[src/include/adc_port_pkg.sv]
// Purpose: shared constants and types for the converter control and read port
// Assumes: sys_clk at 20 MHz, all pins synchronous to it
// Notes: timing counts derive from printed times and the clock period
// Function
// - after a rising trigger edge the part leaves power-down and is fully powered within 1.5 us.
// - a rising trigger edge launches an internal wake window lasting 1.5 us.
// - a falling trigger edge starts a conversion only once the wake window is over.
// - busy stays high for the whole conversion, which takes at most 2.3 us; here a full result buffer stretches it beyond that.
// - busy rises no later than 30 ns after the falling edge that starts a conversion; here it rises at the next clock edge, 50 ns later.
// - at the end of each conversion the trigger level is sampled to pick the power mode.
// - the data bus is driven only while chip select and read are both low; here result_bus_oe follows them one cycle late.
// - out of reset the part is powered down and waits for a wake edge.
package adc_port_pkg;
    localparam int CLK_PERIOD_NS = 50;
    localparam int WAKE_NS = 1500;
    localparam int CONV_NS = 2300;
    localparam int BUSY_DELAY_NS = 30;
    // longest times round down, never below one cycle
    localparam int WAKE_CYC = (WAKE_NS / CLK_PERIOD_NS < 1) ? 1 : WAKE_NS / CLK_PERIOD_NS;
    localparam int CONV_CYC = (CONV_NS / CLK_PERIOD_NS < 1) ? 1 : CONV_NS / CLK_PERIOD_NS;
    localparam int BUSY_DELAY_CYC =
        (BUSY_DELAY_NS / CLK_PERIOD_NS < 1) ? 1 : BUSY_DELAY_NS / CLK_PERIOD_NS;
    localparam int CNT_W = 6;
    localparam int CODE_W = 10;
    localparam int BYTE_W = 8;
    localparam int LSB_W = 2;
    localparam int MSB_POS = CODE_W - BYTE_W;
    localparam int BUF_DEPTH = 2;
    localparam logic [CNT_W-1:0] CNT_RESET = 6'h00;
    localparam logic [CNT_W-1:0] WAKE_LAST = CNT_W'(WAKE_CYC - 1);
    localparam logic [CNT_W-1:0] CONV_LAST = CNT_W'(CONV_CYC - 1);

    typedef enum logic [3:0] {
        st_down = 4'h1,
        st_wake = 4'h2,
        st_ready = 4'h4,
        st_conv = 4'h8
    } state_t;
endpackage

[src/include/result_if.sv]
// Purpose: valid/ready carrier for one conversion code
// Assumes: single clock domain
// Notes: a word moves when valid and ready are both high
`timescale 1ns/10ps
interface result_if;
    logic valid;
    logic ready;
    logic [adc_port_pkg::CODE_W-1:0] data;
    modport src (output valid, output data, input ready);
    modport snk (input valid, input data, output ready);
endinterface

[src/rtl/result_buffer.sv]
// Purpose: two-entry buffer between converter and read port
// Assumes: single clock, asynchronous active-high reset
// Notes: ready on the fill side drops when both entries hold data
`timescale 1ns/10ps
module result_buffer (
    input wire logic sys_clk,
    input wire logic sys_rst,
    result_if.snk fill,
    result_if.src drain
);
    logic [adc_port_pkg::CODE_W-1:0] mem_r [adc_port_pkg::BUF_DEPTH];
    logic wr_ptr_r;
    logic rd_ptr_r;
    logic [1:0] count_r;
    logic push;
    logic pop;

    assign fill.ready = (count_r != 2'h2);
    assign drain.valid = (count_r != 2'h0);
    assign drain.data = mem_r[rd_ptr_r];
    assign push = fill.valid && fill.ready;
    assign pop = drain.valid && drain.ready;

    ////////////////////////////////////////////////////////////////////////////
    for (genvar i = 0; i < adc_port_pkg::BUF_DEPTH; i++) begin : g_entry
        always_ff @(posedge sys_clk or posedge sys_rst) begin
            if (sys_rst) begin
                mem_r[i] <= 10'h000;
            end else if (push && (wr_ptr_r == 1'(i))) begin
                mem_r[i] <= fill.data;
            end
        end
    end

    always_ff @(posedge sys_clk or posedge sys_rst) begin
        if (sys_rst) begin
            wr_ptr_r <= 1'h0;
            rd_ptr_r <= 1'h0;
            count_r <= 2'h0;
        end else begin
            if (push) begin
                wr_ptr_r <= ~wr_ptr_r;
            end
            if (pop) begin
                rd_ptr_r <= ~rd_ptr_r;
            end
            if (push && !pop) begin
                count_r <= count_r + 2'h1;
            end else if (pop && !push) begin
                count_r <= count_r - 2'h1;
            end
        end
    end

    a_buf_no_overfill: assert property (@(posedge sys_clk) disable iff (sys_rst)
        count_r <= 2'h2)
        else $error("buffer count above two");
endmodule // result_buffer

[src/rtl/adc_port.sv]
// Purpose: conversion control, power sequencing and two-byte parallel read port
// Assumes: pins synchronous to sys_clk; conv_code is the core's settled code
// Notes: data bus is registered, so it follows the strobes one cycle late
`timescale 1ns/10ps
module adc_port (
    input wire logic sys_clk,
    input wire logic sys_rst,
    input wire logic conversion_trigger_n,
    input wire logic cs_n,
    input wire logic rd_n,
    input wire logic [adc_port_pkg::CODE_W-1:0] conv_code,
    output logic busy,
    output logic powered,
    output logic [adc_port_pkg::BYTE_W-1:0] result_bus,
    output logic result_bus_oe
);
    adc_port_pkg::state_t state_r;
    logic trig_prev_r;
    logic start_pend_r;
    logic [adc_port_pkg::CNT_W-1:0] cnt_r;
    logic busy_r;
    logic powered_r;
    logic byte_sel_r;
    logic [adc_port_pkg::BYTE_W-1:0] bus_r;
    logic oe_r;
    logic trig_rise;
    logic trig_fall;
    logic conv_end;
    logic read_on;
    logic read_end;
    logic [adc_port_pkg::CODE_W-1:0] head;
    logic [adc_port_pkg::CNT_W-1:0] run_len_r;

    result_if fill_if ();
    result_if drain_if ();

    result_buffer u_buf (
        .sys_clk(sys_clk),
        .sys_rst(sys_rst),
        .fill(fill_if.snk),
        .drain(drain_if.src)
    );

    assign trig_rise = conversion_trigger_n && !trig_prev_r;
    assign trig_fall = !conversion_trigger_n && trig_prev_r;
    // a full buffer stretches the conversion rather than dropping a word
    assign conv_end = (state_r == adc_port_pkg::st_conv)
        && (cnt_r == adc_port_pkg::CONV_LAST) && fill_if.ready;
    assign fill_if.valid = conv_end;
    assign fill_if.data = conv_code;
    assign read_on = !cs_n && !rd_n;
    assign read_end = oe_r && !read_on;
    assign drain_if.ready = read_end && byte_sel_r;
    // empty buffer reads as zero, never as a stale word
    assign head = drain_if.valid ? drain_if.data : 10'h000;

    assign busy = busy_r;
    assign powered = powered_r;
    assign result_bus = bus_r;
    assign result_bus_oe = oe_r;

    ////////////////////////////////////////////////////////////////////////////
    always_ff @(posedge sys_clk or posedge sys_rst) begin
        if (sys_rst) begin
            trig_prev_r <= 1'h1;
        end else begin
            trig_prev_r <= conversion_trigger_n;
        end
    end

    // power and conversion sequencing
    always_ff @(posedge sys_clk or posedge sys_rst) begin
        if (sys_rst) begin
            state_r <= adc_port_pkg::st_down;
            cnt_r <= adc_port_pkg::CNT_RESET;
            start_pend_r <= 1'h0;
        end else begin
            unique case (state_r)
                adc_port_pkg::st_down: begin
                    if (trig_rise) begin
                        state_r <= adc_port_pkg::st_wake;
                        cnt_r <= adc_port_pkg::CNT_RESET;
                        start_pend_r <= 1'h0;
                    end
                end
                adc_port_pkg::st_wake: begin
                    if (trig_fall) begin
                        start_pend_r <= 1'h1;
                    end else if (trig_rise) begin
                        start_pend_r <= 1'h0;
                    end
                    if (cnt_r == adc_port_pkg::WAKE_LAST) begin
                        cnt_r <= adc_port_pkg::CNT_RESET;
                        // a fall seen in the window starts once it closes, if the trigger is still low then
                        if ((start_pend_r || trig_fall) && !conversion_trigger_n) begin
                            state_r <= adc_port_pkg::st_conv;
                        end else begin
                            state_r <= adc_port_pkg::st_ready;
                        end
                    end else begin
                        cnt_r <= cnt_r + 6'h01;
                    end
                end
                adc_port_pkg::st_ready: begin
                    cnt_r <= adc_port_pkg::CNT_RESET;
                    start_pend_r <= 1'h0;
                    if (trig_fall) begin
                        state_r <= adc_port_pkg::st_conv;
                    end else if (trig_rise) begin
                        state_r <= adc_port_pkg::st_wake;
                    end
                end
                adc_port_pkg::st_conv: begin
                    start_pend_r <= 1'h0;
                    if (conv_end) begin
                        cnt_r <= adc_port_pkg::CNT_RESET;
                        if (conversion_trigger_n) begin
                            state_r <= adc_port_pkg::st_ready;
                        end else begin
                            state_r <= adc_port_pkg::st_down;
                        end
                    end else if (cnt_r != adc_port_pkg::CONV_LAST) begin
                        cnt_r <= cnt_r + 6'h01;
                    end
                end
                default: begin
                    state_r <= adc_port_pkg::st_down;
                    cnt_r <= adc_port_pkg::CNT_RESET;
                    start_pend_r <= 1'h0;
                end
            endcase
        end
    end

    // busy and power flags registered alongside the state
    always_ff @(posedge sys_clk or posedge sys_rst) begin
        if (sys_rst) begin
            busy_r <= 1'h0;
            powered_r <= 1'h0;
        end else begin
            busy_r <= 1'h0;
            powered_r <= (state_r != adc_port_pkg::st_down);
            if (state_r == adc_port_pkg::st_conv) begin
                busy_r <= !conv_end;
                powered_r <= conv_end ? conversion_trigger_n : 1'h1;
            end else if (state_r == adc_port_pkg::st_ready && trig_fall) begin
                busy_r <= 1'h1;
            end else if (state_r == adc_port_pkg::st_wake
                && cnt_r == adc_port_pkg::WAKE_LAST) begin
                busy_r <= (start_pend_r || trig_fall) && !conversion_trigger_n;
            end else if (state_r == adc_port_pkg::st_down) begin
                powered_r <= trig_rise;
            end
        end
    end

    ////////////////////////////////////////////////////////////////////////////
    // read port; byte order relies on the host strobing upper then lower
    always_ff @(posedge sys_clk or posedge sys_rst) begin
        if (sys_rst) begin
            oe_r <= 1'h0;
            bus_r <= 8'h00;
        end else begin
            oe_r <= read_on;
            if (byte_sel_r) begin
                bus_r <= {{(adc_port_pkg::BYTE_W - adc_port_pkg::LSB_W){1'h0}},
                    head[adc_port_pkg::LSB_W-1:0]};
            end else begin
                bus_r <= head[adc_port_pkg::CODE_W-1:adc_port_pkg::MSB_POS];
            end
        end
    end

    always_ff @(posedge sys_clk or posedge sys_rst) begin
        if (sys_rst) begin
            byte_sel_r <= 1'h0;
        end else if (read_end) begin
            byte_sel_r <= ~byte_sel_r;
        end
    end

    ////////////////////////////////////////////////////////////////////////////
    a_start_busy: assert property (@(posedge sys_clk) disable iff (sys_rst)
        (state_r == adc_port_pkg::st_ready && trig_fall) |=> busy_r)
        else $error("busy late after start edge");

    a_window_blocks: assert property (@(posedge sys_clk) disable iff (sys_rst)
        (state_r == adc_port_pkg::st_wake && cnt_r != adc_port_pkg::WAKE_LAST) |=> !busy_r)
        else $error("conversion began inside wake window");

    a_wake_length: assert property (@(posedge sys_clk) disable iff (sys_rst)
        (state_r == adc_port_pkg::st_down && trig_rise)
        |=> (state_r == adc_port_pkg::st_wake) ##30 (state_r != adc_port_pkg::st_wake))
        else $error("wake window not thirty cycles");

    a_busy_holds: assert property (@(posedge sys_clk) disable iff (sys_rst)
        $rose(busy_r) |-> busy_r [*8])
        else $error("busy dropped early");

    // helper: unstalled busy cycles in a row, saturating
    always_ff @(posedge sys_clk or posedge sys_rst) begin
        if (sys_rst) begin
            run_len_r <= adc_port_pkg::CNT_RESET;
        end else if (busy_r && fill_if.ready) begin
            if (run_len_r != 6'h3F) begin
                run_len_r <= run_len_r + 6'h01;
            end
        end else begin
            run_len_r <= adc_port_pkg::CNT_RESET;
        end
    end

    a_conv_bound: assert property (@(posedge sys_clk) disable iff (sys_rst)
        run_len_r <= adc_port_pkg::CNT_W'(adc_port_pkg::CONV_CYC))
        else $error("conversion longer than limit");

    a_auto_down: assert property (@(posedge sys_clk) disable iff (sys_rst)
        (conv_end && !conversion_trigger_n) |=> (state_r == adc_port_pkg::st_down) && !powered_r)
        else $error("no power-down after low trigger");

    a_stay_up: assert property (@(posedge sys_clk) disable iff (sys_rst)
        (conv_end && conversion_trigger_n) |=> (state_r == adc_port_pkg::st_ready) && powered_r)
        else $error("powered down after high trigger");

    a_bus_hiz: assert property (@(posedge sys_clk) disable iff (sys_rst)
        !(!cs_n && !rd_n) |=> !result_bus_oe)
        else $error("bus driven without select and read");

    a_bus_drive: assert property (@(posedge sys_clk) disable iff (sys_rst)
        (!cs_n && !rd_n) |=> result_bus_oe)
        else $error("bus not driven during read");

    a_upper_first: assert property (@(posedge sys_clk) disable iff (sys_rst)
        (read_on && !byte_sel_r) |=> (result_bus == $past(head[9:2])))
        else $error("first read not upper byte");

    a_reset_down: assert property (@(posedge sys_clk)
        $fell(sys_rst) |-> (state_r == adc_port_pkg::st_down) && !powered_r)
        else $error("not powered down after reset");

    c_wake_conv: cover property (@(posedge sys_clk) disable iff (sys_rst)
        (state_r == adc_port_pkg::st_wake) ##1 busy_r);
    c_fast_conv: cover property (@(posedge sys_clk) disable iff (sys_rst)
        (state_r == adc_port_pkg::st_ready && trig_fall));
    c_two_reads: cover property (@(posedge sys_clk) disable iff (sys_rst)
        drain_if.ready && drain_if.valid);
    c_stall: cover property (@(posedge sys_clk) disable iff (sys_rst)
        busy_r && !fill_if.ready);
endmodule // adc_port

[config.mk]
export PLATFORM = sky130hd
export DESIGN_NAME = adc_port
export DESIGN_NICKNAME = d
export VERILOG_FILES = /design/src/include/adc_port_pkg.sv /design/src/include/result_if.sv /design/src/rtl/result_buffer.sv /design/src/rtl/adc_port.sv
export SDC_FILE = /design/constraint.sdc
export NUM_CORES = 1
export LEC_CHECK = 0
export BUFFER_PORTS_ARGS = -buffer_cell sky130_fd_sc_hd__buf_2
export CAP_MARGIN = 0
export CORE_MARGIN = 10
export CORE_UTILIZATION = 55
export DETAILED_ROUTE_END_ITERATION = 16
export PLACE_DENSITY = 0.8
export REMOVE_ABC_BUFFERS = 1
export SYNTH_ARGS = -nofsm -noshare
export SYNTH_HDL_FRONTEND = slang
export SYNTH_SLANG_ARGS = --single-unit
[constraint.sdc]
create_clock -name sys_clk -period 2.87 [get_ports sys_clk]
set_clock_uncertainty 0.1 [all_clocks]
set_input_delay 0.1435 -clock sys_clk [delete_from_list [all_inputs] [get_ports sys_clk]]
set_output_delay 0.1435 -clock sys_clk [all_outputs]
set_load 0.01 [all_outputs]
### After elaboration in Yosys (flattened, before gate mapping)

Index checks and enable logic that the tools add are counted.
Widths: inputs -> output; s select.

| word-level totals | value |
|---|---|
| bits in registers | 48 |
| input bits | 15 |
| output and inout bits | 11 |
| word-level logic and storage cells | 94 |

| cells by class | value |
|---|---|
| $add $sub $neg | 3 |
| $lt $le $gt $ge | 1 |
| equal/unequal tests | 13 |
| mux-type cells | 30 |
| bitwise operators | 4 |
| reductions and logical operators | 29 |

Operator list:

| operator | number |
|---|---|
| $mux 10 | 4 |
| $mux 6 | 4 |
| $mux 4 | 5 |
| $pmux 6 s3 | 1 |
| $logic_and 1x1->1 | 16 |
| $pmux 4 s4 | 1 |
| $mux 1 | 10 |
| $logic_not 1->1 | 8 |
| $mux 8 | 1 |
| $ne 2x2->1 const B | 4 |
| $add 6x1->6 const B | 1 |
| $eq 6x5->1 const B | 1 |
| $eq 6x6->1 const B | 1 |
| $ne 6x6->1 const B | 1 |
| $eq 4x1->1 const B | 1 |
| $eq 4x2->1 const B | 1 |
| $eq 4x3->1 const B | 1 |
| $eq 4x4->1 const B | 1 |
| $mux 2 | 2 |
| $ne 4x1->1 const B | 1 |
| $reduce_and 2->1 | 2 |
| $reduce_bool 2->1 | 2 |
| $mux 3 | 1 |
| $ne 3x3->1 const B | 1 |
| other kinds (7) | 9 |

### Longest topological paths before layout

Gate-level depths: netlist (run 1).

| logic depth | value |
|---|---|
| depth after elaboration | 9 |
| gate-level depth with buffers | 10 |
| mapped depth without buffers | 10 |

### Modules after synthesis

A second synthesis (run 1) with hierarchy kept.

| unflattened totals | value |
|---|---|
| cells, all modules | 193 |
| area total of the unflattened synthesis | 2378.5 um2 |

Modules (own cells, without submodules):

| module | times used | cells an instance | area an instance (um2) |
|---|---|---|---|
| adc_port | 1 | 122 | 1257.5 |
| result_buffer | 1 | 71 | 1121.1 |

### Worst setup path before layout (run 1)

Ideal clock, no wire load.

| timing path | value |
|---|---|
| kind | register to register |
| from | register state_r[2] |
| to | register cnt_r[4] (netlist bit) |
| library setup time | 0.087 ns |
| arrival time | 1.634 ns |
| slack | 1.049 ns |
| stages on the path, launching flop included | 7 |
| cells stage by stage | dfrtp_1 buf_6 nor4b_4 o31ai_1 o21a_2 or4_1 o211ai_1 |

| on the way | value |
|---|---|
| cells in the longest elaborated chain, start to end | 5 |
| elaborated cells on any way between the ends | 10 |
| those cells by class | eq/ne (5); mux (2); reduce/logical (3) |

Ends and longest elaborated chain:

| what | RTL line | source |
|---|---|---|
| from (decl) | adc_port.sv:17 | `adc_port_pkg::state_t state_r;` |
| from (signal assigned) | adc_port.sv:74 | `state_r <= adc_port_pkg::st_down;` |
| from (signal assigned) | adc_port.sv:81 | `state_r <= adc_port_pkg::st_wake;` |
| from (signal assigned) | adc_port.sv:96 | `state_r <= adc_port_pkg::st_conv;` |
| $eq 4x4->1 | adc_port.sv:47, adc_port.sv:78 |  |
| $logic_and 1x1->1 (2 in a row) | adc_port.sv:48 | `&& (cnt_r == adc_port_pkg::CONV_LAST) && fill_if.ready;` |
| $mux 6 / $ne 3x3->1 (equally long branches) | - |  |
| $pmux 6 s3 / $reduce_and 2->1 (equally long branches) | - |  |
| to (signal assigned) | adc_port.sv:82 | `cnt_r <= adc_port_pkg::CNT_RESET;` |
| to (signal assigned) | adc_port.sv:116 | `cnt_r <= adc_port_pkg::CNT_RESET;` |
| to (signal assigned) | adc_port.sv:123 | `cnt_r <= cnt_r + 6'h01;` |
| to (decl) | adc_port.sv:20 | `logic [adc_port_pkg::CNT_W-1:0] cnt_r;` |

Several ways; a longest one is shown, not always the timed one.
A chain may end at the register's enable or synchronous reset.

### Final worst setup path (run 1)

| timing path | value |
|---|---|
| from | register state_r[1] |
| to | register cnt_r[5] (netlist bit) |

Same word-level chain as after synthesis.

==> results of run 1 <==
-- per-layer routing --
layer / global-route usage / wire (µm) / vias to the layer above / share of wire
met5: 0 / 0 / - / 0
met4: 0.0415 / 45 / 0 / 0.011
met3: 0.0361 / 177 / 5 / 0.041
met2: 0.220 / 2260 / 36 / 0.53
met1: 0.139 / 1790 / 716 / 0.42
li1: - / - / 717 / -
-- worst min path at each step --
stage                            endpoint  cells past startpoint  slack [ps]            startpoint
after floorplan               trig_prev_r                      0          50  conversion_trigger_n
after global routing           byte_sel_r                      3         180                  rd_n
final                          byte_sel_r                      3         170                  rd_n
after CTS                 u_buf.mem_r[12]                      2           7          conv_code[2]
after global placement      result_bus_oe                      2         200                  cs_n
after detailed placement    result_bus_oe                      2         200                  cs_n
-- final cells by class --
class | instances | area (µm²)
clock buffers | 6 | 82.6
inverters | 6 | 22.5
flip-flops and latches | 48 | 1200
multi-input cells | 121 | 931
repair buffers | 39 | 265
clock inverters | 2 | 13.8
fillers | 289 | 1160
well taps | 48 | 60.1
-- sequential cells by signal, indices dropped and copies added (netlist names) --
signal	count
u_buf.count_r	2
trig_prev_r	1
start_pend_r	1
u_buf.rd_ptr_r	1
powered	1
busy	1
u_buf.mem_r	20
u_buf.wr_ptr_r	1
result_bus_oe	1
cnt_r	6
result_bus	8
state_r	4
byte_sel_r	1
-- cell usage after synthesis (3+ instances only) --
cell / n
dfrtp_1: 46
mux2_2: 21
nor2_1: 15
o21ai_0: 9
nand2_1: 8
inv_1: 6
mux2i_1: 6
nand3_1: 6
nand2b_1: 5
xnor2_1: 5
nor2b_1: 4
a31oi_1: 3
clkbuf_1: 3
ha_1: 3
nor3_1: 3
xor2_1: 3
-- worst register-to-register path: cells and delay by family, from the launching register on --
| kind | cells | cell delay, ps |
|---|---|---|
| DFF | 1 | 540 |
| and+or+nand+nor | 2 | 730 |
| AOI/OAI and AO/OA | 3 | 630 |
-- power by group --
part	internal, mW	total [mW]	switching, mW
Combinational	0.113	0.225	0.112
Sequential	0.723	0.794	0.0706
Clock	0.197	0.426	0.229
Total	1.03	1.44	0.411
-- repair_timing --
item / 4_1_cts / 5_1_grt
hold endpoints to repair: 44 / 1
buffers inserted: 0 / 0
hold buffers: 13 / 1
setup endpoints to repair: 0 / 0
-- cells by family after synthesis --
kind of cell / share of synthesized area
multiplexers: 0.156
AO/OA/AOI/OAI: 0.0749
adder cells (fa/ha/maj): 0.0171
XOR/XNOR: 0.0320
flip-flops: 0.550
buffers and inverters: 0.0251
AND/OR/NAND/NOR: 0.145
==> flow_summary.yaml, run 1 <==
layout:
  layout.nets: 239
  area_growth_pct: 17.8
  layout.cells.non_filler: 270
  final_cell_area_um2: 2580
  mostFrequentLayoutCells: "dfrtp_1 (46), buf_2 (25), mux2_2 (21), nor2_1 (15), dlygate4sd3_1 (14)"
  final_common_cell: "dfrtp_1"
  utilization: 0.689
  num_antenna_cells: 0
  drive_gt1_frac: 0.297
die:
  die_x_um: 83.1
  start_util: 0.585
  std_cell_rows: 22
  die_h_um: 83.1
  dieArea_um2: 6900
  ioPinCount: 26
  coreArea_um2: 3740
worst_setup_path:
  endpoint: "cnt_r[5]"
  worstReg2RegEnd: "cnt_r[5]"
  start_kind: "flop"
  r2r_slack_ps: 770
  cp_num_buf_inv: 0
  crit_cells: 5
  critPathTopFamily: "simple AND/OR/NAND/NOR gates"
  path_class: "reg2reg"
  arrival_ps: 2200
  worstSetupStartpoint: "state_r[1]"
  r2r-start: "state_r[1]"
  crit_fanout: 13
  crit_top_cell: "o31ai_1"
  cpPeakStageDelay_ps: 540
  cpMaxStageDelayCell: "dfrtp_1"
  path_cells: "nor4b_4 > o31ai_1 > o21a_2 > or2_2 > o31ai_1"
  reg2reg_depth: 5
  cp.required_ps: 2970
  end_kind: "flop"
timing:
  rsz0062_at_grt: "false"
  fin_hold_ws_ps: 175
  setup_viol: 0
  fmax_mhz: 476
  finalCriticalPeriod_ps: 2100
  timing.final.max_slew_violations: 0
  fin_crit_sh: 0.732
  hold_viol: 0
  maxSlewHeadroom: 0.342
  fin_tns_setup_ps: 0
  layout_setup_ws_ps: 769
  tightest_slew_ps: 986
run:
  drv_cap: 0
routing:
  drt_iter0_drc: 80
  drc_errors: 0
  vias_per_cell: 5.46
  routed_wl_um: 4270
  ant_nets: 0
  dr.pass1.iters: 4
  post_drt_wl_per_cell_um: 15.8
  vias: 1474
global_routing:
  first_global_vias: 1564
  grt_pass1_wl_um: 7230
  antenna_found_initial: 0
  grt_max_degree: 49
  gr-total-overflow: 0
  grt_usage: 0.124
clocking:
  tritoncts: "built"
  clock_latency_ps: 300
  cts_htree_levels: 2
  cts.sinks: 48
  path_clk_slew_ps: 100
  cts.path.max_buffers: 2
  cts_root_buf: "clkbuf_8"
  numCtsBuffers: 5
  cts_resized: 0
placement:
  dpl_worst_slack_ps: 785
  dp.cells: 248
  io_buffers: 25
  dp_hpwl_um: 2960
  postPlaceCellArea_um2: 2340
  routabilityCongestion: 0.831
logic_synthesis:
  yosysSeqAreaShare: 0.550
  synth-edff-count: 0
  syn_inst: 181
  ys_warn_count: 0
  netlist_top_cells_area: "dfrtp_1 (53%), mux2_2 (11%), mux2i_1 (2.7%)"
  yosysTopAreaCell: "dfrtp_1"
  synthFlopType: "dfrtp_1"
  synthArstFlopShare: 1.00
  ys_ff_latch: 48
  syn_area_um2: 2190
  synthDominantCellAreaShare: 0.526
  synth_cell_types: 40
  avgSynthCellArea_um2: 12.1
pwr:
  peakVddDrop_mv: 0.340
  total_leakage_power_nw: 1.17
  power_mw: 1.44
  power_density_nw_per_um2: 560
min_path:
  hp-class: "in2reg"
outcome:
  run_status: "finished, final reports clean"
(Power assumes the default switching activity.)
==> run 2: changes to the inputs <==
--- a/config.mk
+++ b/config.mk
@@ -5,12 +5,13 @@
 export SDC_FILE = /design/constraint.sdc
 export NUM_CORES = 1
 export LEC_CHECK = 0
+export ABC_AREA = 1
 export BUFFER_PORTS_ARGS = -buffer_cell sky130_fd_sc_hd__buf_2
 export CAP_MARGIN = 0
 export CORE_MARGIN = 10
 export CORE_UTILIZATION = 55
 export DETAILED_ROUTE_END_ITERATION = 16
-export PLACE_DENSITY = 0.8
+export PLACE_DENSITY = 0.79
 export REMOVE_ABC_BUFFERS = 1
 export SYNTH_ARGS = -nofsm -noshare
 export SYNTH_HDL_FRONTEND = slang
==> constraint.sdc (replaced) <==
create_clock -name sys_clk -period 2.07 [get_ports sys_clk]
set_clock_uncertainty 0.1 [all_clocks]
set_input_delay 0.1035 -clock sys_clk [delete_from_list [all_inputs] [get_ports sys_clk]]
set_output_delay 0.1035 -clock sys_clk [all_outputs]
set_load 0.01 [all_outputs]
==> run 2 against run 1 <==
Maximum frequency rose by 6.3%. Critical path depth rose by 7. Non-clock buffer count rose by 12. Critical endpoint is now u_buf.count_r[1]. Die area rose by 6.9%. Largest cell class unchanged. Highest routed layer unchanged. Synthesized cell count rose by 57%.
==> flow_summary.yaml, run 2 <==
routing:
  post_drt_wl_per_cell_um: 12.2
  drc_errors: 0
  vias_per_cell: 4.98
  vias: 1923
  ant_nets: 0
  routed_wl_um: 4720
  drt_iter0_drc: 93
  dr.pass1.iters: 4
clocking:
  cts.sinks: 48
  cts_htree_levels: 2
  cts.path.max_buffers: 2
  path_clk_slew_ps: 80
  numCtsBuffers: 5
  clock_latency_ps: 290
  tritoncts: "built"
  cts_root_buf: "clkbuf_8"
timing:
  fin_crit_sh: 0.955
  maxSlewHeadroom: 0.719
  fmax_mhz: 506
  setup_viol: 0
  tightest_slew_ps: 421
  finalCriticalPeriod_ps: 1980
  fin_hold_ws_ps: 96.6
  timing.final.max_slew_violations: 0
  hold_viol: 0
  fin_tns_setup_ps: 0
layout:
  num_antenna_cells: 0
  layout.nets: 354
  final_cell_area_um2: 2820
  multiInputGateArea_um2: 952
  regMostFlops: "u_buf.mem_r"
  largest_reg_flops: 20
  area_growth_pct: 17.9
  drive_gt1_frac: 0.205
  final_common_cell: "nand2_1"
  seqCellArea_um2: 1200
  fillerInstances: 317
  mostFrequentLayoutCells: "nand2_1 (83), dfrtp_1 (46), inv_1 (40), o21ai_0 (27), buf_2 (25)"
  utilization: 0.684
logic_synthesis:
  netlist_top_cells_count: "nand2_1 (83), dfrtp_1 (46), inv_1 (42)"
  synth.most_common_cell: "nand2_1"
  synthFlopType: "dfrtp_1"
  syn_area_um2: 2390
  synthDominantCellAreaShare: 0.482
  yosysTopAreaCell: "dfrtp_1"
  synth-edff-count: 0
  netlist_top_cells_area: "dfrtp_1 (48%), nand2_1 (13%), inv_1 (6.6%)"
  syn_inst: 285
  yosysSeqAreaShare: 0.504
  avgSynthCellArea_um2: 8.38
  synth_cell_types: 24
  synthArstFlopShare: 1.00
  ys_ff_latch: 48
  ys_warn_count: 0
placement:
  routabilityCongestion: 0.905
  postPlaceCellArea_um2: 2560
  dp_hpwl_um: 3460
  io_buffers: 25
die:
  die_h_um: 85.9
  die_x_um: 85.9
  dieArea_um2: 7380
  std_cell_rows: 23
  start_util: 0.580
  ioPinCount: 26
  coreArea_um2: 4120
worst_setup_path:
  arrival_ps: 2050
  cp.required_ps: 2140
  path_cells: "inv_2 > ha_1 > inv_1 > nor2_4 > nand2_2 > nor2_4 > nand2_4 > inv_1 > ha_1 > a21oi_2 > o21ai_1 > xor2_1"
  cp_num_buf_inv: 3
  path_class: "reg2reg"
  crit_fanout: 7
  critPathTopFamily: "adder cells"
  start_kind: "flop"
  end_kind: "flop"
  cpMaxStageDelayCell: "dfrtp_1"
  cpPeakStageDelay_ps: 420
outcome:
  run_status: "finished, final reports clean"
global_routing:
  antenna_found_initial: 0
  gr-total-overflow: 0
  grt_pass1_wl_um: 8200
  grt_usage: 0.132
  grt_max_degree: 20
  first_global_vias: 1881
pwr:
  peakVddDrop_mv: 0.419
  total_leakage_power_nw: 1.44
  power_density_nw_per_um2: 931
run:
  drv_cap: 0
min_path:
  hp-class: "in2reg"
## run 2: cell count changes in the layout (fill, tap and decap cells not counted), sizes merged, moves of 5 or more
cell	delta
o21ai	+27
nand3	+11
mux2i	-6
mux2	-21
a21oi	+6
nand2	+80
nand2b	-5
nand4	+5
buf	+12
inv	+37
## run 2: worst paths after layout
check                           slack, ps       startpoint               end  cells after the start
worst max-delay path                   90         cnt_r[1]  u_buf.count_r[1]                     12
worst min-delay path                  100             cs_n        byte_sel_r                      3
worst max register to register         90         cnt_r[1]  u_buf.count_r[1]                     12
worst min register to register        390  u_buf.mem_r[12]   u_buf.mem_r[12]                      2
max in group asynchronous            1050          sys_rst          cnt_r[4]                      4
min in group asynchronous             240          sys_rst    u_buf.mem_r[5]                      3
## run 2: logic make-up after synthesis
logic type | after synthesis | share of synthesized area
adders and majority gates | 3 | 0.0157
and+or+nand+nor | 128 | 0.241
xor gates and xnor gates | 5 | 0.0183
AOI/OAI and AO/OA | 50 | 0.122
buffers and inverters | 51 | 0.0990
DFF | 48 | 0.504
## run 2: area by class of cell
class | count | area share
clock buffer | 6 | 0.0258
clock inverter | 1 | 0.00178
inverter | 44 | 0.0586
multi-input combinational | 186 | 0.338
sequential | 48 | 0.427
tap | 50 | 0.0222
timing repair buffer | 51 | 0.126
## run 2: stage by stage
stage | power (mW) | instances | worst slack (ps)
finish | 2.62 | 386 | 92.9
floorplan | 1.82 | 278 | 146
detailed placement | 2.07 | 360 | 54.4
global placement | 2.04 | 360 | 134
global route | 2.81 | 386 | -47.8
CTS | 2.60 | 381 | 51.7
## run 2: where the power goes
part	total [mW]	internal (mW)	switching (mW)
sequential	1.24	1.12	0.123
combinational	0.868	0.328	0.540
clock	0.514	0.230	0.284
## run 2: worst reg2reg max path, stage by stage, from the launching register on
cell and delay (ps):
dfrtp_1 420, inv_2 80, ha_1 160, inv_1 70
nor2_4 110, nand2_2 80, nor2_4 100, nand2_4 90
inv_1 70, ha_1 260, a21oi_2 120, o21ai_1 80
xor2_1 140
## run 2: repair_timing
action | in CTS | in global routing
resized for setup | 0 | 3
buffers inserted | 0 | 5
endpoints found under the hold margin | 39 | 0
endpoints found under the setup margin | 0 | 1
hold buffers | 14 | 0
## run 2: metal layers
| metal | part of all wire | GRT usage | vias up |
|---|---|---|---|
| li1 | - | - | 999 |
| met1 | 0.44 | 0.156 | 891 |
| met2 | 0.51 | 0.227 | 28 |
| met3 | 0.042 | 0.0303 | 5 |
| met4 | 0.0098 | 0.0449 | 0 |
| met5 | 0 | 0 | - |
==> run 3: changes to the inputs <==
--- a/config.mk
+++ b/config.mk
@@ -13,6 +13,7 @@
 export DETAILED_ROUTE_END_ITERATION = 16
 export PLACE_DENSITY = 0.79
 export REMOVE_ABC_BUFFERS = 1
+export SETUP_SLACK_MARGIN = 0.3
 export SYNTH_ARGS = -nofsm -noshare
 export SYNTH_HDL_FRONTEND = slang
 export SYNTH_SLANG_ARGS = --single-unit
==> run 3 against run 2 <==
Total power up 1.5%. Critical path type unchanged. Maximum frequency up 11%. Worst setup slack better by 200 ps. Sequential cell count unchanged. First-iteration DRC count up 24%. Critical endpoint unchanged. Wire length up 8.8%. Sequential power about the same. Core utilization up 4.0 points.
==> flow_summary.yaml, run 3 (synthesis results as in run 2) <==
outcome:
  run_status: "finished, final reports clean"
placement:
  io_buffers: 25
  dp_hpwl_um: 3460
  dpl_worst_slack_ps: 54.4
  routabilityCongestion: 0.905
  dp.cells: 360
  postPlaceCellArea_um2: 2560
die:
  die_x_um: 85.9
  start_util: 0.580
  coreArea_um2: 4120
  ioPinCount: 26
  die_h_um: 85.9
  dieArea_um2: 7380
  std_cell_rows: 23
timing:
  tightest_slew_ps: 513
  finalCriticalPeriod_ps: 1780
  fin_tns_setup_ps: 0
  fmax_mhz: 563
  maxSlewHeadroom: 0.655
  fin_hold_ws_ps: 98.0
  rsz0062_at_grt: "true"
  layout_setup_ws_ps: 292
  setup_viol: 0
  timing.final.max_slew_violations: 0
  hold_viol: 0
  fin_crit_sh: 0.859
clocking:
  clock_latency_ps: 290
  cts_htree_levels: 2
  cts_root_buf: "clkbuf_8"
  cts.sinks: 48
  numCtsBuffers: 5
  cts.path.max_buffers: 2
  path_clk_slew_ps: 80
  tritoncts: "built"
routing:
  ant_nets: 0
  drc_errors: 0
  post_drt_wl_per_cell_um: 13.1
  routed_wl_um: 5130
  dr.pass1.iters: 4
  drt_iter0_drc: 115
  vias: 1990
  vias_per_cell: 5.06
worst_setup_path:
  start_kind: "flop"
  worstReg2RegEnd: "u_buf.count_r[1]"
  crit_cells: 12
  arrival_ps: 1850
  cpPeakStageDelay_ps: 390
  cp.required_ps: 2150
  crit_fanout: 3
  cp_num_buf_inv: 3
  crit_top_cell: "inv_2"
  cpMaxStageDelayCell: "dfrtp_1"
  r2r-start: "cnt_r[1]"
  path_class: "reg2reg"
  reg2reg_depth: 12
  critPathTopFamily: "flip-flops"
  end_kind: "flop"
  path_cells: "inv_2 > ha_4 > inv_2 > nor2_4 > nand2_2 > nor2_4 > nand2_4 > inv_2 > ha_4 > a21oi_2 > o21ai_1 > xor2_1"
  r2r_slack_ps: 290
layout:
  mostFrequentLayoutCells: "nand2_1 (71), dfrtp_1 (44), inv_1 (38), buf_2 (25), o21ai_0 (22)"
  largest_reg_flops: 20
  num_antenna_cells: 0
  area_growth_pct: 24.8
  layout.nets: 361
  fillerInstances: 277
  layout.cells.non_filler: 393
  regMostFlops: "u_buf.mem_r"
  drive_gt1_frac: 0.274
  utilization: 0.725
  final_cell_area_um2: 2980
  final_common_cell: "nand2_1"
pwr:
  power_mw: 2.66
  total_leakage_power_nw: 1.50
  peakVddDrop_mv: 0.415
  power_density_nw_per_um2: 893
global_routing:
  antenna_found_initial: 0
  grt_usage: 0.139
  grt_pass1_wl_um: 8630
  gr-total-overflow: 0
  first_global_vias: 1962
  grt_max_degree: 20
min_path:
  hold_start: "cs_n"
  min_path_cells: 3
  hp-class: "in2reg"
  holdPathEnd: "byte_sel_r"
run:
  drv_cap: 0
==> run 3: how the worst max path moves through the flow <==
stage | start | end | slack (ps)
2_1_floorplan | cnt_r[1] | u_buf.count_r[1] | 150
3_3_place_gp | cnt_r[1] | u_buf.count_r[1] | 130
3_5_place_dp | cnt_r[1] | u_buf.count_r[1] | 50
4_1_cts | cnt_r[1] | u_buf.count_r[1] | 280
5_1_grt | state_r[1] | u_buf.count_r[1] | 170
6_report | cnt_r[1] | u_buf.count_r[1] | 290
==> run 3: where the power goes <==
group / total, mW / switching (mW) / internal, mW
Sequential: 1.24 / 0.127 / 1.12
Combinational: 0.904 / 0.566 / 0.339
Clock: 0.514 / 0.284 / 0.230
==> run 3: per-layer routing <==
metal  share of wire  up-vias  GRT usage  wire (µm)
li1                -     1016          -          -
met1            0.42      924      0.163       2150
met2            0.52       43      0.243       2690
met3           0.044        7     0.0312        226
met4           0.013        0     0.0479         65
met5               0        -          0          0
==> run 3: repair_timing <==
action / 4_1_cts / 5_1_grt
hold buffers: 14 / 0
gates resized for setup: 12 / 28
pin swaps: 8 / 13
endpoints found under the hold margin: 39 / 0
endpoints found under the setup margin: 20 / 25
setup buffers: 7 / 3
cloned: 1 / 1
==> run 3: worst reg2reg max path, cell delays in order, from the launching register on <==
cell and delay (ps):
dfrtp_1 390, inv_2 80, ha_4 130, inv_2 40, nor2_4 80, nand2_2 80
nor2_4 100, nand2_4 80, inv_2 70, ha_4 200, a21oi_2 110, o21ai_1 90
xor2_1 140
==> run 3: layout make-up <==
cell class	count	area (µm²)	area share
Sequential cell	48	1210	0.405
Multi-Input combinational cell	187	1030	0.345
Timing Repair Buffer	57	439	0.147
Inverter	44	168	0.0562
Clock buffer	6	72.6	0.0243
Tap cell	50	62.6	0.0210
Clock inverter	1	5.00	0.00168
